==> src/rtl/mpct_cfg.svh <==
// Register offsets, field positions, the ARR reset value and the event count for the timer
`ifndef MPCT_CFG_SVH
`define MPCT_CFG_SVH
`define MPCT_OFF_CTRL 12'h000
`define MPCT_OFF_PSC 12'h004
`define MPCT_OFF_ARR 12'h008
`define MPCT_OFF_CNT 12'h00C
`define MPCT_OFF_STAT 12'h010
`define MPCT_OFF_MASK 12'h014
`define MPCT_OFF_DEAD 12'h018
`define MPCT_OFF_CHCFG 12'h01C
`define MPCT_OFF_CCR0 12'h020
`define MPCT_OFF_SYNC 12'h030
`define MPCT_CTRL_EN 0
`define MPCT_CTRL_DIR 1
`define MPCT_CTRL_CENTER 2
`define MPCT_CTRL_ENC 3
`define MPCT_CTRL_HALL 4
`define MPCT_CTRL_SLAVE 5
`define MPCT_CTRL_DMA 6
`define MPCT_CTRL_W32 7
`define MPCT_ST_UPD 0
`define MPCT_ST_CC0 1
`define MPCT_ST_HALL 5
`define MPCT_ARR_RESET 32'h0000FFFF
`define MPCT_NUM_EV 6
`endif

==> src/rtl/mpct_pkg.sv <==
// Types shared by the multichannel timer
package mpct_pkg;
  typedef enum logic [1:0] {MPCT_CAPTURE, MPCT_COMPARE, MPCT_PWM, MPCT_ONEPULSE} mpct_mode_e;
  typedef struct packed {
    mpct_mode_e mode;
    logic pol;
    logic cap_fall;
  } mpct_chcfg_s;
  typedef struct packed {
    logic psel;
    logic penable;
    logic pwrite;
    logic [11:0] paddr;
    logic [31:0] pwdata;
  } mpct_apb_req_s;
endpackage

==> src/rtl/mpct_timer.sv <==
// Prescaled auto-reload timer with four channels, dead time, encoder and hall inputs
//
// The register addresses and the APB interface to the registers were left to the implementer.
`timescale 1ns/100ps
`default_nettype none
`include "mpct_cfg.svh"
module mpct_timer (
  input wire logic sys_clk,
  input wire logic reset,
  input wire logic psel,
  input wire logic penable,
  input wire logic pwrite,
  input wire logic [11:0] paddr,
  input wire logic [31:0] pwdata,
  output logic [31:0] prdata,
  output logic pready,
  output logic pslverr,
  input wire logic [3:0] cap_in,
  input wire logic enc_a,
  input wire logic enc_b,
  input wire logic [3:0] hall_in,
  input wire logic sync_in,
  output logic [3:0] ch_out,
  output logic [2:0] ch_out_n,
  output logic sync_out,
  output logic dma_req,
  output logic irq
);
  mpct_pkg::mpct_apb_req_s req;
  logic [7:0] ctrl, next_ctrl;
  logic [15:0] psc, next_psc, pcnt, next_pcnt;
  logic [31:0] arr, next_arr, cnt, next_cnt;
  logic [5:0] stat, next_stat, mask, next_mask;
  logic [7:0] dead, next_dead;
  mpct_pkg::mpct_chcfg_s [3:0] chcfg, next_chcfg;
  logic [31:0] ccr [4];
  logic [31:0] next_ccr [4];
  logic down, next_down;
  logic [3:0] opm_done, next_opm_done;
  logic [3:0] raw, next_raw;
  logic [2:0][7:0] dtc, next_dtc;
  logic [3:0] ch_q, next_ch_q;
  logic [2:0] chn_q, next_chn_q;
  logic [31:0] prdata_q, next_prdata_q;
  logic pready_q, next_pready_q, pslverr_q, next_pslverr_q;
  logic sync_q, next_sync_q, dma_q, next_dma_q, irq_q, next_irq_q;
  logic [3:0] cap_m, cap_s, cap_p;
  logic [1:0] enc_m, enc_s, enc_p;
  logic [3:0] hall_m, hall_s, hall_p;
  logic sync_m, sync_s;
  logic tick, at_top, at_zero, upd, wr, rd, wide;
  logic [31:0] limit;
  logic [3:0] cmp_hit, cap_hit;
  logic enc_step, enc_dn;
  logic [5:0] ev;
  logic [2:0] chg, blank;

  assign req = '{psel: psel, penable: penable, pwrite: pwrite, paddr: paddr, pwdata: pwdata};
  assign wr = req.psel && req.penable && req.pwrite;
  assign rd = req.psel && !req.penable && !req.pwrite;
  assign wide = ctrl[`MPCT_CTRL_W32];
  assign limit = wide ? arr : {16'h0000, arr[15:0]};

  // Width mask used for counter compare and wrap
  function automatic logic [31:0] mpct_trim(input logic [31:0] v, input logic w);
    mpct_trim = w ? v : {16'h0000, v[15:0]};
  endfunction

  ////////////////////////////////////////////////////////////////////////////
  // Pin synchronisers, first stage read only by the second
  always_ff @(posedge sys_clk) begin
    cap_m <= cap_in;
    cap_s <= cap_m;
    cap_p <= cap_s;
    enc_m <= {enc_a, enc_b};
    enc_s <= enc_m;
    enc_p <= enc_s;
    hall_m <= hall_in;
    hall_s <= hall_m;
    hall_p <= hall_s;
    sync_m <= sync_in;
    sync_s <= sync_m;
  end

  ////////////////////////////////////////////////////////////////////////////
  // Event decode
  always_comb begin
    // X4 decode: any single-phase edge is a step; direction from phase order
    enc_step = (enc_s != enc_p);
    enc_dn = enc_s[1] ^ enc_p[0];
    tick = ctrl[`MPCT_CTRL_EN] && (ctrl[`MPCT_CTRL_SLAVE] ? sync_s : 1'b1) &&
      (ctrl[`MPCT_CTRL_ENC] ? enc_step : (pcnt == psc));
    at_top = (mpct_trim(cnt, wide) >= limit);
    at_zero = (mpct_trim(cnt, wide) == 32'h00000000);
    upd = tick && !ctrl[`MPCT_CTRL_ENC] && (down ? at_zero : at_top);
    for (int i = 0; i < 4; i++) begin
      // Capture channels hold a captured value, so they raise no compare event
      cmp_hit[i] = tick && (chcfg[i].mode != mpct_pkg::MPCT_CAPTURE) &&
        (mpct_trim(cnt, wide) == mpct_trim(ccr[i], wide));
      cap_hit[i] = (chcfg[i].mode == mpct_pkg::MPCT_CAPTURE) &&
        (chcfg[i].cap_fall ? (cap_p[i] && !cap_s[i]) : (!cap_p[i] && cap_s[i]));
    end
    ev = {(ctrl[`MPCT_CTRL_HALL] && (hall_s != hall_p)), (cmp_hit | cap_hit), upd};
  end

  ////////////////////////////////////////////////////////////////////////////
  // Counter, prescaler and direction
  always_comb begin
    next_pcnt = pcnt;
    next_cnt = cnt;
    next_down = down;
    if (!ctrl[`MPCT_CTRL_EN]) begin
      next_pcnt = 16'h0000;
    end else if (pcnt == psc) begin
      next_pcnt = 16'h0000;
    end else begin
      next_pcnt = pcnt + 16'h0001;
    end
    if (!ctrl[`MPCT_CTRL_CENTER]) begin
      next_down = ctrl[`MPCT_CTRL_DIR];
    end
    if (tick) begin
      if (ctrl[`MPCT_CTRL_ENC]) begin
        next_cnt = enc_dn ? (at_zero ? limit : cnt - 32'h00000001) :
          (at_top ? 32'h00000000 : cnt + 32'h00000001);
      end else if (ctrl[`MPCT_CTRL_CENTER]) begin
        // Center mode turns at both ends instead of reloading
        if (down && at_zero) begin
          next_down = 1'b0;
          next_cnt = 32'h00000001;
        end else if (!down && at_top) begin
          next_down = 1'b1;
          next_cnt = limit - 32'h00000001;
        end else begin
          next_cnt = down ? cnt - 32'h00000001 : cnt + 32'h00000001;
        end
      end else if (down) begin
        next_cnt = at_zero ? limit : cnt - 32'h00000001;
      end else begin
        next_cnt = at_top ? 32'h00000000 : cnt + 32'h00000001;
      end
    end
    if (wr && req.paddr == `MPCT_OFF_CNT) begin
      next_cnt = mpct_trim(req.pwdata, wide);
    end
    // Trim to the width of the next cycle, so a narrowing write leaves no high bits
    next_cnt = mpct_trim(next_cnt, next_ctrl[`MPCT_CTRL_W32]);
  end

  ////////////////////////////////////////////////////////////////////////////
  // Channel waveforms
  always_comb begin
    next_raw = raw;
    next_opm_done = opm_done;
    for (int i = 0; i < 4; i++) begin
      unique case (chcfg[i].mode)
        mpct_pkg::MPCT_PWM: begin
          // Compare 0 never active, compare above limit always active
          next_raw[i] = (mpct_trim(next_cnt, wide) < mpct_trim(ccr[i], wide));
        end
        mpct_pkg::MPCT_COMPARE: begin
          if (cmp_hit[i]) begin
            next_raw[i] = !raw[i];
          end
        end
        mpct_pkg::MPCT_ONEPULSE: begin
          if (upd) begin
            next_opm_done[i] = 1'b1;
          end
          next_raw[i] = !opm_done[i] && (mpct_trim(next_cnt, wide) >= mpct_trim(ccr[i], wide));
        end
        mpct_pkg::MPCT_CAPTURE: begin
          next_raw[i] = 1'b0;
        end
      endcase
      if (!ctrl[`MPCT_CTRL_EN]) begin
        next_opm_done[i] = 1'b0;
      end
    end
  end

  ////////////////////////////////////////////////////////////////////////////
  // Dead time on the three complementary pairs; a change blanks both sides first
  always_comb begin
    next_dtc = dtc;
    next_ch_q = ch_q;
    next_chn_q = chn_q;
    next_ch_q[3] = raw[3] ^ chcfg[3].pol;
    for (int i = 0; i < 3; i++) begin
      // Wanted side differs from the side driven now
      chg[i] = raw[i] ? chn_q[i] : (ch_q[i] ^ chcfg[i].pol);
      blank[i] = (chg[i] && dead != 8'h00) || (dtc[i] != 8'h00);
      if (chg[i] && dead != 8'h00) begin
        next_dtc[i] = dead - 8'h01;
      end else if (dtc[i] != 8'h00) begin
        next_dtc[i] = dtc[i] - 8'h01;
      end
      next_ch_q[i] = (raw[i] && !blank[i]) ^ chcfg[i].pol;
      next_chn_q[i] = !raw[i] && !blank[i];
    end
  end

  ////////////////////////////////////////////////////////////////////////////
  // Register file, status and outputs
  always_comb begin
    next_ctrl = ctrl;
    next_psc = psc;
    next_arr = arr;
    next_mask = mask;
    next_dead = dead;
    next_chcfg = chcfg;
    next_ccr = ccr;
    next_stat = stat;
    next_prdata_q = 32'h00000000;
    next_pready_q = req.psel && !req.penable;
    next_pslverr_q = 1'b0;
    for (int i = 0; i < 4; i++) begin
      if (cap_hit[i]) begin
        next_ccr[i] = cnt;
      end
    end
    if (wr) begin
      unique case (req.paddr)
        `MPCT_OFF_CTRL: next_ctrl = req.pwdata[7:0];
        `MPCT_OFF_PSC: next_psc = req.pwdata[15:0];
        `MPCT_OFF_ARR: next_arr = req.pwdata;
        `MPCT_OFF_STAT: next_stat = stat & ~req.pwdata[5:0];
        `MPCT_OFF_MASK: next_mask = req.pwdata[5:0];
        `MPCT_OFF_DEAD: next_dead = req.pwdata[7:0];
        `MPCT_OFF_CHCFG: next_chcfg = req.pwdata[15:0];
        `MPCT_OFF_CCR0: next_ccr[0] = req.pwdata;
        12'h024: next_ccr[1] = req.pwdata;
        12'h028: next_ccr[2] = req.pwdata;
        12'h02C: next_ccr[3] = req.pwdata;
        `MPCT_OFF_CNT, `MPCT_OFF_SYNC: ;
        default: next_pslverr_q = 1'b0;
      endcase
    end
    next_stat = next_stat | ev;
    // Reads latch in setup; a write setup never flags an error
    if (rd) begin
      unique case (req.paddr)
        `MPCT_OFF_CTRL: next_prdata_q = {24'h000000, ctrl};
        `MPCT_OFF_PSC: next_prdata_q = {16'h0000, psc};
        `MPCT_OFF_ARR: next_prdata_q = arr;
        `MPCT_OFF_CNT: next_prdata_q = cnt;
        `MPCT_OFF_STAT: next_prdata_q = {26'h0000000, stat};
        `MPCT_OFF_MASK: next_prdata_q = {26'h0000000, mask};
        `MPCT_OFF_DEAD: next_prdata_q = {24'h000000, dead};
        `MPCT_OFF_CHCFG: next_prdata_q = {16'h0000, chcfg};
        `MPCT_OFF_CCR0: next_prdata_q = ccr[0];
        12'h024: next_prdata_q = ccr[1];
        12'h028: next_prdata_q = ccr[2];
        12'h02C: next_prdata_q = ccr[3];
        `MPCT_OFF_SYNC: next_prdata_q = {28'h0000000, hall_s};
        default: next_pslverr_q = 1'b1;
      endcase
    end
    next_sync_q = upd;
    next_dma_q = ctrl[`MPCT_CTRL_DMA] && (upd || (|cap_hit));
    next_irq_q = |(next_stat & next_mask);
  end
  always_ff @(posedge sys_clk) begin
    if (reset) begin
      ctrl <= 8'h00;
      psc <= 16'h0000;
      pcnt <= 16'h0000;
      arr <= `MPCT_ARR_RESET;
      cnt <= 32'h00000000;
      stat <= 6'h00;
      mask <= 6'h00;
      dead <= 8'h00;
      chcfg <= '0;
      for (int i = 0; i < 4; i++) ccr[i] <= 32'h00000000;
      down <= 1'b0;
      opm_done <= 4'h0;
      raw <= 4'h0;
      dtc <= '0;
      ch_q <= 4'h0;
      chn_q <= 3'h0;
      prdata_q <= 32'h00000000;
      pready_q <= 1'b0;
      pslverr_q <= 1'b0;
      sync_q <= 1'b0;
      dma_q <= 1'b0;
      irq_q <= 1'b0;
    end else begin
      ctrl <= next_ctrl;
      psc <= next_psc;
      pcnt <= next_pcnt;
      arr <= next_arr;
      cnt <= next_cnt;
      stat <= next_stat;
      mask <= next_mask;
      dead <= next_dead;
      chcfg <= next_chcfg;
      for (int i = 0; i < 4; i++) ccr[i] <= next_ccr[i];
      down <= next_down;
      opm_done <= next_opm_done;
      raw <= next_raw;
      dtc <= next_dtc;
      ch_q <= next_ch_q;
      chn_q <= next_chn_q;
      prdata_q <= next_prdata_q;
      pready_q <= next_pready_q;
      pslverr_q <= next_pslverr_q;
      sync_q <= next_sync_q;
      dma_q <= next_dma_q;
      irq_q <= next_irq_q;
    end
  end

  assign prdata = prdata_q;
  assign pready = pready_q;
  assign pslverr = pslverr_q;
  assign ch_out = ch_q;
  assign ch_out_n = chn_q;
  assign sync_out = sync_q;
  assign dma_req = dma_q;
  assign irq = irq_q;
endmodule
`default_nettype wire

==> config.mk <==
export PLATFORM = sky130hd
export DESIGN_NAME = mpct_timer
export DESIGN_NICKNAME = d
export VERILOG_FILES = /design/src/rtl/mpct_pkg.sv /design/src/rtl/mpct_timer.sv
export VERILOG_INCLUDE_DIRS = /design/src /design/src/rtl
export SDC_FILE = /design/constraint.sdc
export NUM_CORES = 2
export LEC_CHECK = 0
export BUFFER_PORTS_ARGS = -buffer_cell sky130_fd_sc_hd__buf_4
export CORE_UTILIZATION = 33
export DETAILED_ROUTE_END_ITERATION = 7
export PLACE_DENSITY = 0.55
export SLEW_MARGIN = 5
export SYNTH_ARGS = -nofsm -noshare
export SYNTH_HDL_FRONTEND = slang
export SYNTH_SLANG_ARGS = --single-unit
export TNS_END_PERCENT = 100
==> constraint.sdc <==
create_clock -name sys_clk -period 6.4 [get_ports sys_clk]
set_input_delay 0.64 -clock sys_clk [delete_from_list [all_inputs] [get_ports sys_clk]]
set_output_delay 0.64 -clock sys_clk [all_outputs]
set_load 0.01 [all_outputs]
[Word-level counts from Yosys, hierarchy flattened]
Cells that the tools add are included.
Operators by class
  add/subtract/negate cells: 8
  magnitude comparators: 9
  equality and inequality tests: 35
  multiplexer cells: 67
  bitwise gates (word level): 15
  reduce and logical (&&, ||, !) cells: 105
Operator list (number)
  two-way mux 32 bit: 28
  one-hot mux 32 bit (13 select lines): 1
  >= comparator 32 bit: 5
  == test 32 bit: 4
  less-than comparator 32 bit: 4
  two-way mux 128 bit: 1
  two-way mux 8 bit: 8
  subtractor 32 x 1 -> 32 bit, second input constant: 2
  == test 12 x 6 -> 1 bit, second input constant: 5
  == test 12 x 5 -> 1 bit, second input constant: 4
  logical AND 1 bit: 46
  adder 32 x 1 -> 32 bit, second input constant: 1
  logical NOT 32 bit: 1
  nonzero test 8 bit: 4
  subtractor 8 x 1 -> 8 bit, second input constant: 4
  == test 12 x 4 -> 1 bit, second input constant: 2
  two-way mux 6 bit: 4
  logical NOT 1 bit: 23
  two-way mux 1 bit: 21
  AND reduction 2 bit: 9
  adder 16 x 1 -> 16 bit, second input constant: 1
  == test 16 bit: 1
  == test 2 bit, second input constant: 8
  one-hot mux 1 bit (4 select lines): 4
  other kinds (20): 48
Word-level totals
  bits in registers: 377
  bits of input ports: 60
  output and inout port bits: 44
  word-level logic and storage cells: 295

[Depth between registers and ports, before layout]
  depth after elaboration: 14
  gate-level depth with buffers: 31
  gate-level depth less buffers: 24

[Worst setup path before layout]
OpenSTA, ideal clock, no wires.
  kind: flip-flop to flip-flop
  start: reg ctrl[7]
  end: reg raw[2]
  setup time: 0.079 ns
  data arrival time: 6.627 ns
  data required time: 6.321 ns
  slack: -0.306 ns
  stages on the path, launching flop included: 32
  buffers on the path: 9
  period minus slack after synthesis: 6.706 ns
  cell sequence: dfxtp_1 > clkbuf_1 > clkbuf_1 > clkbuf_1 > buf_1 > clkbuf_1 > clkbuf_1 > and2_1 > ha_1 > nand4_1 > nor4_1 > inv_1 > a211oi_1 > or2_2 > clkbuf_1 > buf_1 > clkbuf_1 > nand3_1 > o211ai_1 > a222oi_1 > a21oi_1 > ha_1 > a21o_1 > a21o_1 > a21o_1 > a21o_1 > a21oi_1 > a31oi_1 > o21ai_0 > nor3_1 > a2111o_1 > o211ai_1
Between the ends
  cells in the longest elaborated chain, start to end: 14
  elaborated cells between the ends (all ways): 30
  those cells by class: add/sub (1); order compare (3); eq/ne (2); mux (19); reduce/logical (5)
Ends and longest elaborated chain
  start, declared: RTL line mpct_timer.sv:30  | logic [7:0] ctrl, next_ctrl;
  start signal, assigned: RTL line mpct_timer.sv:288  | ctrl <= next_ctrl;
  two-way mux 32 bit, on equally long branches: RTL line mpct_timer.sv:66, mpct_timer.sv:62
  >= comparator 32 bit: RTL line mpct_timer.sv:93  | at_top = (mpct_trim(cnt, wide) >= limit);
  logical AND 1 bit: RTL line mpct_timer.sv:131  | end else if (!down && at_top) begin
  two-way mux 32 bit: RTL line mpct_timer.sv:131
  two-way mux 32 bit: RTL line mpct_timer.sv:128  | if (down && at_zero) begin
  two-way mux 32 bit: RTL line mpct_timer.sv:126  | end else if (ctrl[`MPCT_CTRL_CENTER]) begin
  two-way mux 32 bit *: RTL line mpct_timer.sv:123  | if (ctrl[`MPCT_CTRL_ENC]) begin
  two-way mux 32 bit *: RTL line mpct_timer.sv:122  | if (tick) begin
  two-way mux 32 bit *: RTL line mpct_timer.sv:143  | if (wr && req.paddr == `MPCT_OFF_CNT) begin
  two-way mux 32 bit *: RTL line mpct_timer.sv:66  | mpct_trim = w ? v : {16'h0000, v[15:0]};
  named net next_cnt[9]: RTL line mpct_timer.sv:32  | logic [31:0] arr, next_arr, cnt, next_cnt;
  two-way mux 32 bit *: RTL line mpct_timer.sv:66
  >= comparator 32 bit: RTL line mpct_timer.sv:170  | next_raw[i] = !opm_done[i] && (mpct_trim(next_cnt, wide) >= mpct_trim(ccr[i], wide));
  logical AND 1 bit: RTL line mpct_timer.sv:170
  one-hot mux 1 bit (4 select lines) *: RTL line mpct_timer.sv:156  | unique case (chcfg[i].mode)
  end signal, assigned: RTL line mpct_timer.sv:300  | raw <= next_raw;
  end, declared: RTL line mpct_timer.sv:40  | logic [3:0] raw, next_raw;
The timed path passes the listed nets; every way through them passes the cells marked *.
A chain may end at the register's enable or synchronous reset.

[Final worst setup path]
  start: reg arr[7]
  end: reg raw[0]
Between the ends
  cells in the longest elaborated chain, start to end: 14
  elaborated cells between the ends (all ways): 20
  those cells by class: add/sub (1); order compare (3); mux (14); reduce/logical (2)
Ends and longest elaborated chain
  start, declared: RTL line mpct_timer.sv:32
  start signal, assigned: RTL line mpct_timer.sv:268  | arr <= `MPCT_ARR_RESET;
  start signal, assigned: RTL line mpct_timer.sv:291  | arr <= next_arr;
  two-way mux 32 bit *: RTL line mpct_timer.sv:62  | assign limit = wide ? arr : {16'h0000, arr[15:0]};
  >= comparator 32 bit: RTL line mpct_timer.sv:93
  logical AND 1 bit: RTL line mpct_timer.sv:131
  two-way mux 32 bit: RTL line mpct_timer.sv:131
  two-way mux 32 bit: RTL line mpct_timer.sv:128
  two-way mux 32 bit: RTL line mpct_timer.sv:126
  two-way mux 32 bit *: RTL line mpct_timer.sv:123
  two-way mux 32 bit *: RTL line mpct_timer.sv:122
  two-way mux 32 bit *: RTL line mpct_timer.sv:143
  two-way mux 32 bit * (2 in a row): RTL line mpct_timer.sv:66
  >= comparator 32 bit: RTL line mpct_timer.sv:170
  logical AND 1 bit: RTL line mpct_timer.sv:170
  one-hot mux 1 bit (4 select lines) *: RTL line mpct_timer.sv:156
Every way passes the cells marked *; elsewhere a longest branch is shown, timed or not.

==> impl_metrics.toml <==
[outcome]
outcome = "complete, no violations"

[logic_synthesis]
post_synth_xor_area_fraction_pct = 7.82
synth-seq-cells = 377
synth_compound_area_share_pct = 25.6
yosysWarningCount = 0
synth.distinct_cells = 83
synth_top_family_by_area = "compound AO/OA/AOI/OAI gates"
synth-seq-area-share_pct = 28.4
synthFlopType = "dfxtp_1"
syn_nets = 3717
muxShareOfSynthArea_pct = 3.54
synth_edf_count = 0
avgSynthCellArea_um2 = 7.61
syn_area_um2 = 26600
yosys.area_share.simple_pct = 20.8
syn_inst = 3491
async_flop_share_pct = 0
synth_adder_area_share_pct = 7.82

[final_layout]
n_fill_cell = 8348
finalInstanceArea_um2 = 30500
final_nets = 3764
drive_above_1_share_pct = 11.5
final_cell_mix = "nor2_1 (436), dfxtp_1 (375), nand2_1 (344), buf_4 (272), a21oi_1 (251)"
synthToLayoutAreaGrowth_pct = 14.9
layout_commonest_cell = "nor2_1"

[flow_run]
cap_violations = 0

[sta]
hold_slack_ps = 121
finalSetupViolations = 0
finClkSkew_ps = 33.7
rsz0062_at_grt = "no"
fmax_mhz = 163
period_minus_slack_ps = 6120
tightest_slew_ps = 1330
hold_viol = 0
fin_crit_sh_pct = 95.7
slew_headroom_pct = 9.36
fin_setup_tns_ps = 0
maxSlewViolCount = 0

[routing]
ant_nets = 0
drt_iter0_drc = 3885
via_per_inst = 6.16
vias = 28500
post_drt_wl_per_cell_um = 28.4
drc = 0
drt-total-wl_um = 131000
drt-pass1-iter-count = 7

[global_routing]
grt_max_degree = 105
grt_pass1_wl_um = 188000
overflow = 0
gr-usage-all-layers_pct = 31.2
antenna_found_initial = 5
grt_pass1_vias = 26100

[worst_setup_path]
critPathMaxFanout = 16
r2r_start = "arr[7]"
cp-startpoint = "arr[7]"
endpoint_kind = "register"
start_kind = "register"
critPathRequiredTime_ps = 6930
worstPathArrival_ps = 6650
worstSetupPathType = "reg2reg"

[worst_hold_path]
hold_start = "sync_in"
hp-class = "in2reg"

[clocking]
clock_sinks = 377
htreeDepth = 2
clk_latency_ps = 630
cts.clk_slew.worst_paths_ps = 60
cts_hold_buf = 0
clockBufferDepth = 3
postCtsSetupBuffers = 0
root_buffer = "clkbuf_16"
cts_resized = 0
numCtsBuffers = 45
cts_tree = "built"

[die]
die_height_um = 286
pin_count = 104
start_util_pct = 33.5
num_rows = 103
core_um2 = 79300
die_w_um = 286
die-area_um2 = 81600

[placed_design]
place_area_um2 = 29000
gp_congestion = 1.06
place_hpwl_um = 98600
port_buffers = 103

[power_and_ir_drop]
powerDensity_nw_per_um2 = 190
ir_worst_vdd_uv = 181
swShare_pct = 28.0
pwr-share-comb_pct = 11.4
seq_power_share_pct = 43.0
p_leak_nw = 12.2
p_int_mw = 4.19
p_sw_mw = 1.62
pwr-share-clk_pct = 45.6
path summary, 6_finish.rpt:
path,endpoint,slack (ps),cells after the start
max,raw[0],280,25
min,sync_m,120,1
max reg2reg,raw[0],280,25
min reg2reg,hall_s[2],330,0
logic make-up (layout without fill, tap and decap cells):
group | count (synthesis) | count (layout)
buffers and inverters | 416 | 497
adders and majority gates | 166 | 166
DFF | 377 | 377
other | 0 | 2
and+or+nand+nor | 1210 | 1210
muxes | 93 | 93
xor gates and xnor gates | 237 | 237
AOI/OAI and AO/OA | 992 | 992
power by group through the flow:
| stage | clock [mW] | combinational, mW | sequential [mW] |
|---|---|---|---|
| 2_1_floorplan | 0 | 0.484 | 2.54 |
| 5_1_grt | 2.78 | 0.732 | 2.51 |
| 6_report | 2.65 | 0.660 | 2.50 |
| 3_5_place_dp | 0 | 0.648 | 2.55 |
| 4_1_cts | 2.68 | 0.654 | 2.50 |
| 3_3_place_gp | 0 | 0.639 | 2.55 |
per-layer routing:
layer | global-route usage (%) | vias to the layer above | routed length, um
li1 | - | 12800 | -
met4 | 12.8 | 4 | 5890
met3 | 6.12 | 279 | 13600
met5 | 0 | - | 17
met1 | 44.2 | 13800 | 56900
met2 | 45.8 | 1625 | 54700
synthesized netlist by cell type, types with 29 or more instances:
cell type	instances	area, um^2
a211oi_1	170	1280
a21o_1	46	345
a21oi_1	252	1260
a221oi_1	32	280
a22oi_1	91	683
a31oi_1	45	282
clkbuf_1	238	893
dfxtp_1	377	7550
ha_1	166	2080
inv_1	131	492
mux2i_1	88	881
nand2_1	349	1310
nand3_1	54	270
nand4_1	51	319
nor2_1	444	1670
nor3_1	85	425
nor4_1	53	332
o211ai_1	30	225
o21ai_0	88	440
o31ai_1	29	218
or3_1	38	238
xnor2_1	133	1160
xor2_1	104	911
state kept, by name, summed over array words and instances, names as in the netlist, 4 cells and up:
signal	count
ctrl	8
cap_s	4
arr	32
mask	6
cap_p	4
dead	8
psc	16
prdata	32
ch_out	4
ccr	128
hall_m	4
raw	4
hall_p	4
stat	6
cap_m	4
chcfg	16
hall_s	4
pcnt	16
cnt	32
opm_done	4
dtc	24
layout make-up:
| type | instances | area (um^2) | share of cell area [%] |
|---|---|---|---|
| inverters | 142 | 533 | 1.75 |
| multi-input cells | 2698 | 17600 | 57.5 |
| well taps | 1050 | 1310 | 4.30 |
| diodes | 2 | 5.00 | 0.0164 |
| flip-flops and latches | 377 | 7550 | 24.7 |
| clock buffers | 54 | 1200 | 3.93 |
| clock inverters | 27 | 287 | 0.939 |
| repair buffers | 274 | 2080 | 6.80 |
metrics by stage:
| stage | worst slack [ps] | instances | total power [mW] | utilization, % |
|---|---|---|---|---|
| final | 278 | 4624 | 5.81 | 38.5 |
| after global routing | 37.1 | 4622 | 6.02 | 38.5 |
| after CTS | 240 | 4622 | 5.83 | 38.5 |
| after detailed placement | 252 | 4541 | 3.20 | 36.6 |
| after global placement | 304 | 4541 | 3.19 | 36.6 |
| after floorplan | 50.1 | 3491 | 3.02 | - |
critical path, cell delays in order, from the launching register on:
cell       delay, ps
dfxtp_1          590
inv_1            190
ha_1             340
a21oi_1          150
o21ai_0          180
a32oi_1          500
a211oi_2         150
buf_4            240
o21ai_2          240
buf_4            210
o221ai_1         120
a311oi_2         430
a21oi_1          100
a21oi_1          210
nor2_1           150
ha_1             280
a21o_1           170
a21o_1           170
a21o_1           160
a21o_1           170
a21oi_1          140
nor2b_1           60
o21ai_0          280
o2111ai_1        240
o41a_1           420
a21oi_1          140
Note: power is estimated with default switching activity, not from simulation.
